**src/rtl/stv_pkg.sv**
```systemverilog
// Purpose: Shared constants and types for the supervisor trap value and
//          environment configuration block.
// Assumes: 32-bit supervisor register width, APB register access.
// Notes:   Offsets are byte addresses of aligned 32-bit words.
package stv_pkg;
   // ==========================================================
   // Register map
   localparam logic [11:0] STV_OFF_TVAL   = 12'h000;
   localparam logic [11:0] STV_OFF_ENVCFG = 12'h004;
   localparam logic [11:0] STV_OFF_STATUS = 12'h008;
   // ==========================================================
   // Environment configuration fields
   localparam int STV_BIT_FIOW = 0;
   localparam int STV_BIT_LPE  = 2;
   localparam int STV_BIT_SSE  = 3;
   localparam int STV_BIT_CZE  = 7;
   localparam int STV_BIT_CCFE = 6;
   localparam int STV_LO_CIE   = 4;
   localparam logic [31:0] STV_ENVCFG_RESET = 32'h0000_0000;
   localparam logic [31:0] STV_TVAL_RESET   = 32'h0000_0000;
   // ==========================================================
   // Software-check codes
   localparam logic [31:0] STV_SWC_NONE = 32'h0000_0000;
   localparam logic [31:0] STV_SWC_LANDING_PAD_INSTR = 32'h0000_0002;
   localparam logic [31:0] STV_SWC_SSTK = 32'h0000_0003;
   // ==========================================================
   // Trap kinds presented by the trap logic
   typedef enum logic [2:0] {
      STV_TK_OTHER = 3'h0,
      STV_TK_ADDR  = 3'h1,
      STV_TK_ILL   = 3'h2,
      STV_TK_SWC   = 3'h3
   } stv_kind_t;

   typedef struct packed {
      logic        take;    // Trap enters supervisor mode
      stv_kind_t   kind;    // Class of information
      logic [31:0] addr;    // Faulting portion address
      logic [31:0] instr;   // Raw instruction bits
      logic [5:0]  max_instruction_length;    // Instruction length in bits
      logic [1:0]  swc;     // Software-check cause
   } stv_trap_t;

   typedef struct packed {
      logic        lpActive;   // Landing-pad checks active in user
      logic        ssActive;   // Shadow stacks active in user
      logic        fenceWiden; // Widen user fences to memory
      logic        ssSwapIll;  // Swap raises illegal (user)
      logic        ssSwapVirt; // Swap raises virtual fault (v-user)
   } stv_ctl_t;

   typedef struct packed {
      logic [31:0] tval;
      logic [31:0] envcfg;
      logic [31:0] prdata;
      logic        trapSeen;
   } stv_state_t;
endpackage

```
**src/rtl/stv_core.sv**
```systemverilog
// Purpose: Supervisor trap value and environment configuration registers.
// Assumes: One clock; trap logic and APB on that clock.
// Notes:   Software reaches both registers over APB, zero wait states.
`timescale 1ns/1ps
`default_nettype none
module stv_core
   import stv_pkg::*;
#(
   parameter bit HAS_XLATE  = 1'b1,  // Translation present
   parameter bit HAS_LANDING_PAD_INSTR   = 1'b1,  // Landing pads present
   parameter bit HAS_SSTK   = 1'b1,  // Shadow stacks present
   parameter bit HAS_CBO    = 1'b0,  // Cache-block ops present
   parameter bit HAS_IBITS  = 1'b1,  // Instruction bits reported
   parameter int MAX_MAX_INSTRUCTION_LENGTH   = 32     // Max instruction length in bits
)(
   input  wire logic        ref_clk,    // Hart clock
   input  wire logic        rst_n,      // Async reset, active low
   input  wire logic        psel,       // APB select
   input  wire logic        penable,    // APB enable
   input  wire logic        pwrite,     // APB direction
   input  wire logic [11:0] paddr,      // APB byte address
   input  wire logic [31:0] pwdata,     // APB write data
   input  wire logic [3:0]  pstrb,      // APB byte strobes
   output logic [31:0]      prdata,     // APB read data
   output logic             pready,     // APB ready
   output logic             pslverr,    // APB error
   input  wire stv_trap_t   trap,       // Trap entry from trap logic
   input  wire logic        machSse,    // Machine shadow-stack enable
   output stv_ctl_t         ctl,        // Controls to pipeline
   output logic [31:0]      tval        // Current trap value
);
   // ==========================================================
   // Writable mask of the configuration register
   localparam logic [31:0] ENV_MASK =
      ({31'h0, HAS_XLATE} << STV_BIT_FIOW) |
      ({31'h0, HAS_LANDING_PAD_INSTR}  << STV_BIT_LPE)  |
      ({31'h0, HAS_SSTK}  << STV_BIT_SSE)  |
      ({28'h0, {4{HAS_CBO}}} << STV_LO_CIE);
   localparam int NBITS = (MAX_MAX_INSTRUCTION_LENGTH < 32) ? MAX_MAX_INSTRUCTION_LENGTH : 32;

   stv_state_t st;
   stv_state_t next_st;

   // Byte-lane merge, used by both registers
   function automatic logic [31:0] merge(input logic [31:0] old,
                                         input logic [31:0] nw,
                                         input logic [3:0]  stb);
      logic [31:0] r;
      r = old;
      for (int i = 0; i < 4; i++) begin
         if (stb[i]) begin
            r[i*8 +: 8] = nw[i*8 +: 8];
         end
      end
      return r;
   endfunction

   // Right-justify instruction bits, clearing unused upper bits
   function automatic logic [31:0] ibits(input logic [31:0] ins,
                                         input logic [5:0]  len);
      logic [31:0] r;
      int          n;
      r = 32'h0;
      n = (int'(len) < NBITS) ? int'(len) : NBITS;
      for (int i = 0; i < 32; i++) begin
         if (i < n) begin
            r[i] = ins[i];
         end
      end
      return r;
   endfunction

   logic wrEn;
   logic rdEn;
   logic mapped;
   assign wrEn   = psel && penable && pwrite;
   assign rdEn   = psel && !penable && !pwrite;
   assign mapped = (paddr == STV_OFF_TVAL) || (paddr == STV_OFF_ENVCFG) ||
                   (paddr == STV_OFF_STATUS);

   // ==========================================================
   // Next-state logic
   always_comb begin
      next_st = st;
      // Software write lands first so a same-cycle trap overrides it
      if (wrEn && paddr == STV_OFF_TVAL) begin
         next_st.tval = merge(st.tval, pwdata, pstrb);
      end
      if (wrEn && paddr == STV_OFF_ENVCFG) begin
         // Reserved bits are masked to zero; absent fields stay zero
         next_st.envcfg = merge(st.envcfg, pwdata, pstrb) & ENV_MASK;
      end
      if (wrEn && paddr == STV_OFF_STATUS) begin
         next_st.trapSeen = 1'b0;
      end
      if (trap.take) begin
         next_st.trapSeen = 1'b1;
         case (trap.kind)
            STV_TK_ADDR: next_st.tval = trap.addr;
            STV_TK_ILL:  next_st.tval = HAS_IBITS ?
                            ibits(trap.instr, trap.max_instruction_length) : 32'h0;
            STV_TK_SWC: begin
               case (trap.swc)
                  2'h2:    next_st.tval = STV_SWC_LANDING_PAD_INSTR;
                  2'h3:    next_st.tval = STV_SWC_SSTK;
                  default: next_st.tval = STV_SWC_NONE;
               endcase
            end
            default:     next_st.tval = 32'h0;
         endcase
      end
      // Read data is captured in setup, valid in the access phase
      if (rdEn) begin
         case (paddr)
            STV_OFF_TVAL:   next_st.prdata = st.tval;
            STV_OFF_ENVCFG: next_st.prdata = st.envcfg;
            STV_OFF_STATUS: next_st.prdata = {31'h0, st.trapSeen};
            default:        next_st.prdata = 32'h0;
         endcase
      end
   end

   // ==========================================================
   // State register
   always_ff @(posedge ref_clk or negedge rst_n) begin
      if (!rst_n) begin
         st <= '{tval: STV_TVAL_RESET, envcfg: STV_ENVCFG_RESET,
                 prdata: 32'h0, trapSeen: 1'b0};
      end else begin
         st <= next_st;
      end
   end

   // ==========================================================
   // Outputs
   assign prdata  = st.prdata;
   assign pready  = 1'b1;
   assign pslverr = psel && penable && !mapped;
   assign tval    = st.tval;
   // Controls decoded from the configuration register; one driver for
   // the whole struct, since the machine enable is on this same clock
   assign ctl = '{
      lpActive:   st.envcfg[STV_BIT_LPE],
      ssActive:   st.envcfg[STV_BIT_SSE],
      fenceWiden: st.envcfg[STV_BIT_FIOW],
      ssSwapIll:  !st.envcfg[STV_BIT_SSE] && machSse,
      ssSwapVirt: !st.envcfg[STV_BIT_SSE] && machSse
   };

   // ==========================================================
   // Checks
   // Every property runs on the hart clock; the assertions sleep in reset, the covers do not.
   // Expected values are rebuilt from the trap entry and the bus,
   // not from next_st, so a slip in the decode cannot hide itself.

   // Address-class traps keep the address exactly as delivered
   trap_addr_a: assert property (
      @(posedge ref_clk) disable iff (!rst_n)
      trap.take && trap.kind == STV_TK_ADDR
      |=> tval == $past(trap.addr))
      else $error("trap value not faulting address");

   // A trap that meets a software write in one cycle must win
   trap_wins_a: assert property (
      @(posedge ref_clk) disable iff (!rst_n)
      trap.take && trap.kind == STV_TK_ADDR &&
      wrEn && paddr == STV_OFF_TVAL
      |=> tval == $past(trap.addr))
      else $error("software write beat a trap");

   // Traps with no defined information leave zero behind
   trap_other_a: assert property (
      @(posedge ref_clk) disable iff (!rst_n)
      trap.take && trap.kind == STV_TK_OTHER |=> tval == 32'h0)
      else $error("other trap did not zero value");

   // With neither a trap nor a write the value must not drift
   hold_tval_a: assert property (
      @(posedge ref_clk) disable iff (!rst_n)
      !trap.take && !(wrEn && paddr == STV_OFF_TVAL)
      |=> $stable(tval))
      else $error("trap value changed on its own");

   // A full-word software write stores the word unchanged
   tval_write_a: assert property (
      @(posedge ref_clk) disable iff (!rst_n)
      !trap.take && wrEn && paddr == STV_OFF_TVAL && pstrb == 4'hf
      |=> tval == $past(pwdata))
      else $error("software write not stored");

   // Byte lane 1 keeps its old byte while its strobe is low
   strb_lane_a: assert property (
      @(posedge ref_clk) disable iff (!rst_n)
      !trap.take && wrEn && paddr == STV_OFF_TVAL && !pstrb[1]
      |=> tval[15:8] == $past(tval[15:8]))
      else $error("unstrobed byte lane written");

   // Landing-pad faults report code 2
   swc_code_a: assert property (
      @(posedge ref_clk) disable iff (!rst_n)
      trap.take && trap.kind == STV_TK_SWC && trap.swc == 2'h2
      |=> tval == STV_SWC_LANDING_PAD_INSTR)
      else $error("wrong software-check code");

   // Shadow-stack faults report code 3
   swc_sstk_a: assert property (
      @(posedge ref_clk) disable iff (!rst_n)
      trap.take && trap.kind == STV_TK_SWC && trap.swc == 2'h3
      |=> tval == STV_SWC_SSTK)
      else $error("wrong shadow-stack code");

   // Undefined code 1 folds into the no-information code
   swc_none_a: assert property (
      @(posedge ref_clk) disable iff (!rst_n)
      trap.take && trap.kind == STV_TK_SWC && trap.swc[1] == 1'b0
      |=> tval == STV_SWC_NONE)
      else $error("software-check code not cleared");

   // Short instructions leave the upper half clear
   ill_upper_a: assert property (
      @(posedge ref_clk) disable iff (!rst_n)
      trap.take && trap.kind == STV_TK_ILL && trap.max_instruction_length == 6'd16
      |=> tval[31:16] == 16'h0)
      else $error("upper instruction bits not cleared");

   // An 8-bit record keeps exactly the low byte of the bits
   ill_short_a: assert property (
      @(posedge ref_clk) disable iff (!rst_n)
      trap.take && trap.kind == STV_TK_ILL && trap.max_instruction_length == 6'd8 &&
      HAS_IBITS && MAX_MAX_INSTRUCTION_LENGTH >= 8
      |=> tval == {24'h0, $past(trap.instr[7:0])})
      else $error("short instruction bits wrong");

   // Long instructions are cut to the register width, not wrapped
   ill_full_a: assert property (
      @(posedge ref_clk) disable iff (!rst_n)
      trap.take && trap.kind == STV_TK_ILL && trap.max_instruction_length >= 6'd32 &&
      HAS_IBITS && MAX_MAX_INSTRUCTION_LENGTH >= 32
      |=> tval == $past(trap.instr))
      else $error("full instruction bits wrong");

   // Absent and reserved fields never hold a one
   env_rsvd_a: assert property (
      @(posedge ref_clk) disable iff (!rst_n)
      (st.envcfg & ~ENV_MASK) == 32'h0)
      else $error("reserved config bit set");

   // Traps and other writes leave the configuration alone
   env_hold_a: assert property (
      @(posedge ref_clk) disable iff (!rst_n)
      !(wrEn && paddr == STV_OFF_ENVCFG)
      |=> $stable(st.envcfg))
      else $error("configuration changed without a write");

   // Fence widening follows bit 0, or stays off without translation
   fence_ctl_a: assert property (
      @(posedge ref_clk) disable iff (!rst_n)
      wrEn && paddr == STV_OFF_ENVCFG && pstrb[0]
      |=> ctl.fenceWiden == ($past(pwdata[STV_BIT_FIOW]) && HAS_XLATE))
      else $error("fence widening control mismatch");

   // Landing-pad checking follows the bit software last wrote
   lp_ctl_a: assert property (
      @(posedge ref_clk) disable iff (!rst_n)
      wrEn && paddr == STV_OFF_ENVCFG && pstrb[0]
      |=> ctl.lpActive == ($past(pwdata[STV_BIT_LPE]) && HAS_LANDING_PAD_INSTR))
      else $error("landing pad control mismatch");

   // Shadow stacks follow the bit software last wrote
   ss_ctl_a: assert property (
      @(posedge ref_clk) disable iff (!rst_n)
      wrEn && paddr == STV_OFF_ENVCFG && pstrb[0]
      |=> ctl.ssActive == ($past(pwdata[STV_BIT_SSE]) && HAS_SSTK))
      else $error("shadow stack control mismatch");

   // The swap fault needs the machine enable and a clear user enable
   swap_ill_a: assert property (
      @(posedge ref_clk) disable iff (!rst_n)
      ctl.ssSwapIll |-> machSse && !ctl.ssActive)
      else $error("swap fault without cause");

   // Both fault lines must rise whenever that case holds
   swap_virt_a: assert property (
      @(posedge ref_clk) disable iff (!rst_n)
      machSse && !ctl.ssActive
      |-> ctl.ssSwapIll && ctl.ssSwapVirt)
      else $error("swap fault missing");

   // A trap marks the status flag even against a clearing write
   status_set_a: assert property (
      @(posedge ref_clk) disable iff (!rst_n)
      trap.take |=> st.trapSeen)
      else $error("trap not recorded in status");

   // A status write with no trap clears the flag
   status_clr_a: assert property (
      @(posedge ref_clk) disable iff (!rst_n)
      wrEn && paddr == STV_OFF_STATUS && !trap.take
      |=> !st.trapSeen)
      else $error("status flag not cleared");

   // Read data is the register as it stood in the setup cycle
   read_tval_a: assert property (
      @(posedge ref_clk) disable iff (!rst_n)
      rdEn && paddr == STV_OFF_TVAL |=> prdata == $past(tval))
      else $error("trap value read back wrong");

   // Configuration reads return the stored word
   read_env_a: assert property (
      @(posedge ref_clk) disable iff (!rst_n)
      rdEn && paddr == STV_OFF_ENVCFG
      |=> prdata == $past(st.envcfg))
      else $error("configuration read back wrong");

   // Status reads show the sticky trap flag in bit 0 alone
   read_stat_a: assert property (
      @(posedge ref_clk) disable iff (!rst_n)
      rdEn && paddr == STV_OFF_STATUS
      |=> prdata == {31'h0, $past(st.trapSeen)})
      else $error("status read back wrong");

   // Read data stands until the next read setup
   prdata_hold_a: assert property (
      @(posedge ref_clk) disable iff (!rst_n)
      !rdEn |=> $stable(prdata))
      else $error("read data moved outside a read");

   // No wait states: every access phase completes at once
   ready_a: assert property (
      @(posedge ref_clk) disable iff (!rst_n)
      psel && penable |-> pready)
      else $error("access phase stalled");

   // Addresses past the map are refused
   slverr_a: assert property (
      @(posedge ref_clk) disable iff (!rst_n)
      psel && penable && paddr > STV_OFF_STATUS |-> pslverr)
      else $error("unmapped access not refused");

   // A refused write must not reach either register
   unmap_write_a: assert property (
      @(posedge ref_clk) disable iff (!rst_n)
      wrEn && paddr > STV_OFF_STATUS && !trap.take
      |=> $stable(tval) && $stable(st.envcfg))
      else $error("refused write changed a register");

   // Scenarios that must be seen at least once
   cov_addr_c: cover property (@(posedge ref_clk)
      trap.take && trap.kind == STV_TK_ADDR);
   cov_ill_c: cover property (@(posedge ref_clk)
      trap.take && trap.kind == STV_TK_ILL);
   cov_swc_c: cover property (@(posedge ref_clk)
      trap.take && trap.kind == STV_TK_SWC);
   cov_envwr_c: cover property (@(posedge ref_clk)
      wrEn && paddr == STV_OFF_ENVCFG);
   // The trap and software write collision is the rare corner
   cov_clash_c: cover property (@(posedge ref_clk)
      trap.take && wrEn && paddr == STV_OFF_TVAL);
endmodule
`default_nettype wire

```
**config.mk**
```make
export PLATFORM = sky130hd
export DESIGN_NAME = stv_core
export DESIGN_NICKNAME = d
export VERILOG_FILES = /design/src/rtl/stv_pkg.sv /design/src/rtl/stv_core.sv
export SDC_FILE = /design/constraint.sdc
export NUM_CORES = 1
export LEC_CHECK = 0
export ABC_AREA = 0
export BUFFER_PORTS_ARGS = -buffer_cell sky130_fd_sc_hd__buf_2
export CORE_ASPECT_RATIO = 2
export CORE_UTILIZATION = 50
export DETAILED_ROUTE_END_ITERATION = 6
export GPL_TIMING_DRIVEN = 0
export PLACE_DENSITY_LB_ADDON = 0.25
export SLEW_MARGIN = 20
export SYNTH_ARGS = -nofsm -noshare
export SYNTH_HDL_FRONTEND = slang
export SYNTH_SLANG_ARGS = --single-unit
```
**constraint.sdc**
```tcl
create_clock -name ref_clk -period 3.75 [get_ports ref_clk]
set_clock_uncertainty 0.15 [all_clocks]
set_input_delay 0.75 -clock ref_clk [delete_from_list [all_inputs] [get_ports ref_clk]]
set_output_delay 0.75 -clock ref_clk [all_outputs]
set_load 0.05 [all_outputs]
```
==> results.md, run 1 <==
* Slew Limit Fails at 0
* Core box area at 7943 um^2
* Run status: finished clean
* Syn. warnings at 0
* Top_reg_cell synth: sky130_fd_sc_hd__dfrtp_1
* Met2 wire length at 7329 um
* Area share of the largest cell type after synthesis at 41.29%
* Number of cells after detailed placement at 725
* Finished layout cell area at 5530 um^2
* Number of cells on the worst reg-to-reg path at 4
* Data required, critical path at 3.85 ns
* Sequential share of the synthesized area at 41.29%
* Post-cts gate resize count at 0
* Type of the worst setup path: in -> reg
* Number of antenna violations at the first check in global routing at 0
* Final wirelength at 13,520 um
* Pin count of the biggest net entering global routing at 39
* Die height at 130.4 um
* Final setup vio count at 0
* Total routing usage reported by global routing at 32.88%
* Cell area after technology mapping at 4121 um^2
* Top-level I/O count at 201
* Largest fanout on the critical path at 10
* Wire length of the first global-routing pass at 20,730 um
* TritonCTS buffer count at 9
* Clock network latency to the later pin of the worst-skew pair at 0.33 ns
* Clock tree from TritonCTS: yes
* Post-Syn Nets at 563
* Standard cell area after detailed placement at 5240 um^2
* Final Hold Vio Count at 0
* Post-synth ARST share at 100.0%
* Final ANT Viol Nets at 0
* Weighted congestion reported at the end of routability-driven placement at 0.9820
* Critical path data arrival time at 3.18 ns
* Detailed-router iteration count before antenna repair at 5
* Distinct cell type count after synthesis at 48
* Most area-consuming cells after synthesis: sky130_fd_sc_hd__dfrtp_1 (41%), sky130_fd_sc_hd__buf_4 (13%), sky130_fd_sc_hd__a22o_1 (6.4%)
* Number of global-route vias before repair at 4,172
* Highest layer used for signal routing: met4
* Total negative setup slack at 0 ns
* Number of buffers added to fix hold violations after cts at 0
* FMAX at 323.8 MHz
* Crit start category: input port
* Worst-Margin Slew at 0.8899 ns
* Max Cap Viol at 0
* Initial Util at 51.89%
* Leakage power at 2.876 nW
* Met3 wirelength from detailed routing at 905 um
* Sink Count at 68
* WL met1 at 4807 um
* Synthesis-to-layout area growth at 34.18%
* Standard-cell rows at 46
* Number of cells produced by synthesis at 433
* Tightest slew margin relative to the limit at 40.13%
* Drt wl/cell at 18.26 um
* VDD IR-drop max at 0.3209 mV
* Clock-pin slew reported for the worst setup and hold paths after clock tree synthesis at 0.05 ns
* Post-route non-filler standard cell count at 740
* Setup ws final at 0.6613 ns
* Post-Syn Area per Cell at 9.518 um^2
* Full die area at 8632 um^2
* Most area-hungry cell type in the Yosys netlist: sky130_fd_sc_hd__dfrtp_1
* Maximum clock insertion buffer count at 2
* Die Wd at 66.20 um
* Number of buffers inserted by port buffering at 195
* Post-layout min period at 3.089 ns
* Post-route fraction of the period consumed by the critical path at 82.37%
* CTS Root Cell: sky130_fd_sc_hd__clkbuf_16
* Gr ovfl total at 0
* Setup Fix Bufs, Post-CTS at 0
* Power share of the sequential group at 38.6%
* P per Cell Area at 373.5 nW/um^2
* Synth Register Bits at 68
* Count of flip-flops with a built-in enable after synthesis at 0
* Hold crit path type: in -> async
* CTS H-Tree Depth at 3
* Number of nets at the end of the flow at 770
* Setup repair after global routing missed its margin: false
* Worst slack at placement at 0.3244 ns
* Starting DRC count in detailed routing at 425
* Int Power at 0.001464 W
* Layout cell share with drive strength beyond 1 at 46.12%
* Via density at 5.645
* Diode count at 0
* Portion of total power attributed to combinational logic at 21.4%
* Detailed placer's ending HPWL at 10,530 um
* Proportion of total power due to net switching at 29.15%
* Via count at 4,177
* DRC violations left at 0
* Clk network pwr share at 39.9%
* Sw power at 0.0006021 W
* Critical Path Sink Type: flip-flop
metal layers:
layer / vias to the layer above / GRT usage (%)
li1: 1955 / -
met1: 1972 / 36.11
met2: 214 / 58.64
met3: 36 / 6.510
met4: 0 / 16.65
met5: - / 0
power groups by stage:
| stage | clock [W] | sequential [W] | combinational [W] |
|---|---|---|---|
| 2_1_floorplan | 0 | 0.000797 | 0.000287 |
| 4_1_cts | 0.000839 | 0.000797 | 0.000442 |
| 6_report | 0.000825 | 0.000798 | 0.000443 |
| 5_1_grt | 0.000867 | 0.000800 | 0.000474 |
| 3_5_place_dp | 0 | 0.000809 | 0.000440 |
| 3_3_place_gp | 0 | 0.000807 | 0.000429 |
through the flow:
step,util (%),hold WS [ns],power (W)
after floorplan,-,0.2945,0.001084
after global placement,65.69,0.3148,0.001237
after detailed placement,65.97,0.3146,0.001249
after CTS,69.57,0.2037,0.002078
after global routing,69.63,0.2268,0.002140
final,69.63,0.2009,0.002066
flip-flops by register name, indices dropped and copies added (netlist names):
signal / flops
prdata: 32
tval: 32
ctl: 3
st: 1
cell usage in the layout (no fill, tap or decap), types with 8 or more instances in the layout:
cell type                   Yosys  layout
sky130_fd_sc_hd__buf_4         71      72
sky130_fd_sc_hd__o21ai_0       30      30
sky130_fd_sc_hd__clkbuf_1      19      22
sky130_fd_sc_hd__buf_2          2     196
sky130_fd_sc_hd__a21oi_1       21      21
sky130_fd_sc_hd__clkbuf_16      0       9
sky130_fd_sc_hd__dfrtp_1       68      68
sky130_fd_sc_hd__nand3_1       11      11
sky130_fd_sc_hd__a22o_1        30      30
sky130_fd_sc_hd__inv_1          8       8
sky130_fd_sc_hd__nand2_1       28      28
sky130_fd_sc_hd__a32oi_1       14      14
sky130_fd_sc_hd__a2bb2oi_1      8       8
sky130_fd_sc_hd__nor2_1        24      24
final cells by class:
type                       instances  area, um^2
fill                             620        2412
multi-input combinational        258        1732
sequential                        68        1702
timing repair buffer             196       998.5
buffer                            98       659.4
clock buffer                      13       250.2
tap                               96       120.1
clock inverter                     2       35.03
inverter                           9       33.78
cells by family after synthesis:
| group | after synthesis | synth area share [%] |
|---|---|---|
| and+or+nand+nor | 102 | 13.02 |
| AOI/OAI and AO/OA | 141 | 24.68 |
| other | 1 | 0.09099 |
| DFF | 68 | 41.29 |
| buffers and inverters | 107 | 16.82 |
| muxes | 14 | 4.098 |
worst max-delay path, stage by stage:
cell and delay (ns):
sky130_fd_sc_hd__clkbuf_1 0.17, sky130_fd_sc_hd__nor4bb_1 0.76, sky130_fd_sc_hd__clkbuf_1 0.61, sky130_fd_sc_hd__buf_1 0.56, sky130_fd_sc_hd__a32oi_1 0.13, sky130_fd_sc_hd__a2bb2oi_1 0.19
final timing paths:
path	start	to	slack (ns)
worst min-delay path	rst_n	prdata[28]	0.20
worst min register to register	prdata[2]	prdata[2]	0.33
worst max-delay path	trap[73]	tval[13]	0.66
worst max register to register	tval[0]	prdata[0]	2.60
min in group ref_clk	prdata[2]	prdata[2]	0.33
max in group asynchronous	rst_n	prdata[19]	2.70
cell usage after synthesis, types with 5 or more instances:
cell type / n
sky130_fd_sc_hd__a32oi_1: 14
sky130_fd_sc_hd__buf_4: 71
sky130_fd_sc_hd__inv_1: 8
sky130_fd_sc_hd__nor2_1: 24
sky130_fd_sc_hd__nand2_1: 28
sky130_fd_sc_hd__clkbuf_1: 19
sky130_fd_sc_hd__a22oi_1: 7
sky130_fd_sc_hd__a2bb2oi_1: 8
sky130_fd_sc_hd__nand3_1: 11
sky130_fd_sc_hd__o21ai_0: 30
sky130_fd_sc_hd__mux2i_1: 6
sky130_fd_sc_hd__a22o_1: 30
sky130_fd_sc_hd__a31oi_1: 7
sky130_fd_sc_hd__mux2_4: 5
sky130_fd_sc_hd__dfrtp_1: 68
sky130_fd_sc_hd__a21oi_1: 21
sky130_fd_sc_hd__nand4_1: 5
Power figures use the tool's default switching activity.
==> run 2: changes to the inputs <==
--- a/config.mk
+++ b/config.mk
@@ -8,7 +8,7 @@
 export ABC_AREA = 0
 export BUFFER_PORTS_ARGS = -buffer_cell sky130_fd_sc_hd__buf_2
 export CORE_ASPECT_RATIO = 2
-export CORE_UTILIZATION = 50
+export CORE_UTILIZATION = 47
 export DETAILED_ROUTE_END_ITERATION = 6
 export GPL_TIMING_DRIVEN = 0
 export PLACE_DENSITY_LB_ADDON = 0.25
==> constraint.sdc (replaced) <==
create_clock -name ref_clk -period 3.05 [get_ports ref_clk]
set_clock_uncertainty 0.15 [all_clocks]
set_input_delay 0.61 -clock ref_clk [delete_from_list [all_inputs] [get_ports ref_clk]]
set_output_delay 0.61 -clock ref_clk [all_outputs]
set_load 0.05 [all_outputs]
==> results.md, run 2 (synthesized netlist as in run 1, its figures left out) <==
* Crit start category: input port
* Wire length of the first global-routing pass at 20,440 um
* Crit-path cells: clkbuf_1 -> nor4bb_2 -> clkbuf_1 -> buf_1 -> a32oi_1 -> a2bb2oi_1
* CTS Root Cell: sky130_fd_sc_hd__clkbuf_16
* Post-route fraction of the period consumed by the critical path at 93.20%
* Number of cells after detailed placement at 729
* Drt wl/cell at 17.84 um
* Leakage power at 2.876 nW
* Sink Count at 68
* Sw power at 0.0007482 W
* Setup Fix Bufs, Post-CTS at 0
* Worst-Margin Slew at 0.8629 ns
* Detailed placer's ending HPWL at 10,620 um
* Total routing usage reported by global routing at 30.70%
* Final ANT Viol Nets at 0
* Die Wd at 68.22 um
* Detailed-router iteration count before antenna repair at 5
* Via count at 4,184
* Standard-cell rows at 48
* Largest fanout on the critical path at 10
* Die height at 134.4 um
* DRC violations left at 0
* Maximum clock insertion buffer count at 2
* Pin count of the biggest net entering global routing at 42
* Number of nets at the end of the flow at 770
* Proportion of total power due to net switching at 29.62%
* Clock network latency to the later pin of the worst-skew pair at 0.33 ns
* Highest-count cells in the layout ignoring fill and taps: sky130_fd_sc_hd__buf_2 (196), sky130_fd_sc_hd__buf_4 (72), sky130_fd_sc_hd__dfrtp_1 (68)
* TritonCTS buffer count at 9
* Initial Util at 47.99%
* Max Cap Viol at 0
* Clock tree from TritonCTS: yes
* Tightest slew margin relative to the limit at 41.94%
* Hold crit path type: in -> async
* CTS H-Tree Depth at 3
* Setup repair after global routing missed its margin: false
* Core box area at 8588 um^2
* Crit-path most repeated cell: sky130_fd_sc_hd__clkbuf_1
* Number of buffers inserted by port buffering at 195
* Number of global-route vias before repair at 4,218
* Final setup vio count at 0
* Gr ovfl total at 0
* Worst path buffer plus inverter count at 3
* Weighted congestion reported at the end of routability-driven placement at 0.9469
* Critical path data arrival time at 2.95 ns
* Via density at 5.609
* Top-level I/O count at 201
* Post-layout min period at 2.843 ns
* Critical path's largest stage delay at 0.64 ns
* Critical Path Sink Type: flip-flop
* Master of the slowest instance on the critical path: sky130_fd_sc_hd__nor4bb_2
* Power share of the sequential group at 38.7%
* Full die area at 9170 um^2
* Type of the worst setup path: in -> reg
* Final wirelength at 13,310 um
* VDD IR-drop max at 0.2923 mV
* Slew Limit Fails at 0
* P per Cell Area at 455.7 nW/um^2
* Int Power at 0.001778 W
* Run status: finished clean
* Number of antenna violations at the first check in global routing at 1
* Layout cell share with drive strength beyond 1 at 46.51%
* Delay-heaviest family, CP: buffers and inverters
* Synthesis-to-layout area growth at 34.52%
* Leading cell type in the layout, fill and taps excluded: sky130_fd_sc_hd__buf_2
* Starting DRC count in detailed routing at 256
* Final Hold Vio Count at 0
* FMAX at 351.8 MHz
* Portion of total power attributed to combinational logic at 21.5%
* Final cell utilization of the core at 64.55%
* Clock-pin slew reported for the worst setup and hold paths after clock tree synthesis at 0.05 ns
* Data required, critical path at 3.15 ns
* Clk network pwr share at 39.7%
* Worst hold-check slack at 0.04765 ns
* Post-route non-filler standard cell count at 746
-- run 2: changes by cell type in the layout (fill, tap and decap cells not counted) --
| cell | before | now |
|---|---|---|
| sky130_fd_sc_hd__nor4bb_1 | 2 | 1 |
| sky130_fd_sc_hd__clkbuf_1 | 22 | 21 |
| sky130_fd_sc_hd__nor4bb_2 | 0 | 1 |
| sky130_fd_sc_hd__clkbuf_8 | 1 | 0 |
| sky130_fd_sc_hd__diode_2 | 0 | 1 |
| sky130_fd_sc_hd__clkinv_2 | 1 | 3 |
| sky130_fd_sc_hd__clkinvlp_4 | 0 | 1 |
-- run 2: final cells by class --
cell class,count,area (um^2)
Tap cell,100,125.1
Multi-Input combinational cell,258,1738
Inverter,9,33.78
Sequential cell,68,1702
Clock buffer,11,232.7
Buffer,98,659.4
Clock inverter,5,52.55
Timing Repair Buffer,196,998.5
Fill cell,766,3044
Antenna cell,1,2.502
-- run 2: metal layers --
metal | up-vias | routed length [um] | GRT usage [%]
li1 | 1959 | - | -
met1 | 1982 | 4792 | 33.02
met2 | 208 | 7140 | 53.10
met3 | 35 | 883 | 7.653
met4 | 0 | 488 | 15.28
met5 | - | 0 | 0
-- run 2: through the flow --
stage	total power (W)	instance area, um^2	setup TNS [ns]	setup WS (ns)
6_report	0.002526	5544	0	0.2074
3_3_place_gp	0.001521	5223	-1.835	-0.2086
5_1_grt	0.002629	5544	0	0.1151
2_1_floorplan	0.001333	4121	0	0.3265
3_5_place_dp	0.001536	5250	-2.253	-0.2684
4_1_cts	0.002538	5535	0	0.09160
-- run 2: worst paths after layout --
check	from	to	slack (ns)	cells after the start
min	rst_n	prdata[0]	0.05	1
min in group ref_clk	prdata[0]	prdata[0]	0.34	2
max reg2reg	tval[0]	prdata[0]	1.94	4
min reg2reg	prdata[0]	prdata[0]	0.34	2
max in group asynchronous	rst_n	tval[16]	2.15	2
max	trap[73]	tval[8]	0.21	6
-- run 2: power by group through the flow --
stage / clock network, W / logic (W) / registers (W)
4_1_cts: 0.00102 / 0.000544 / 0.000978
5_1_grt: 0.00106 / 0.000583 / 0.000983
3_5_place_dp: 0 / 0.000542 / 0.000994
3_3_place_gp: 0 / 0.000529 / 0.000992
2_1_floorplan: 0 / 0.000353 / 0.000980
6_report: 0.00100 / 0.000544 / 0.000979
-- run 2: what timing repair did --
item,in CTS,in global routing
gates resized for setup,0,1
endpoints found under the setup margin,0,10
hold buffers,0,0
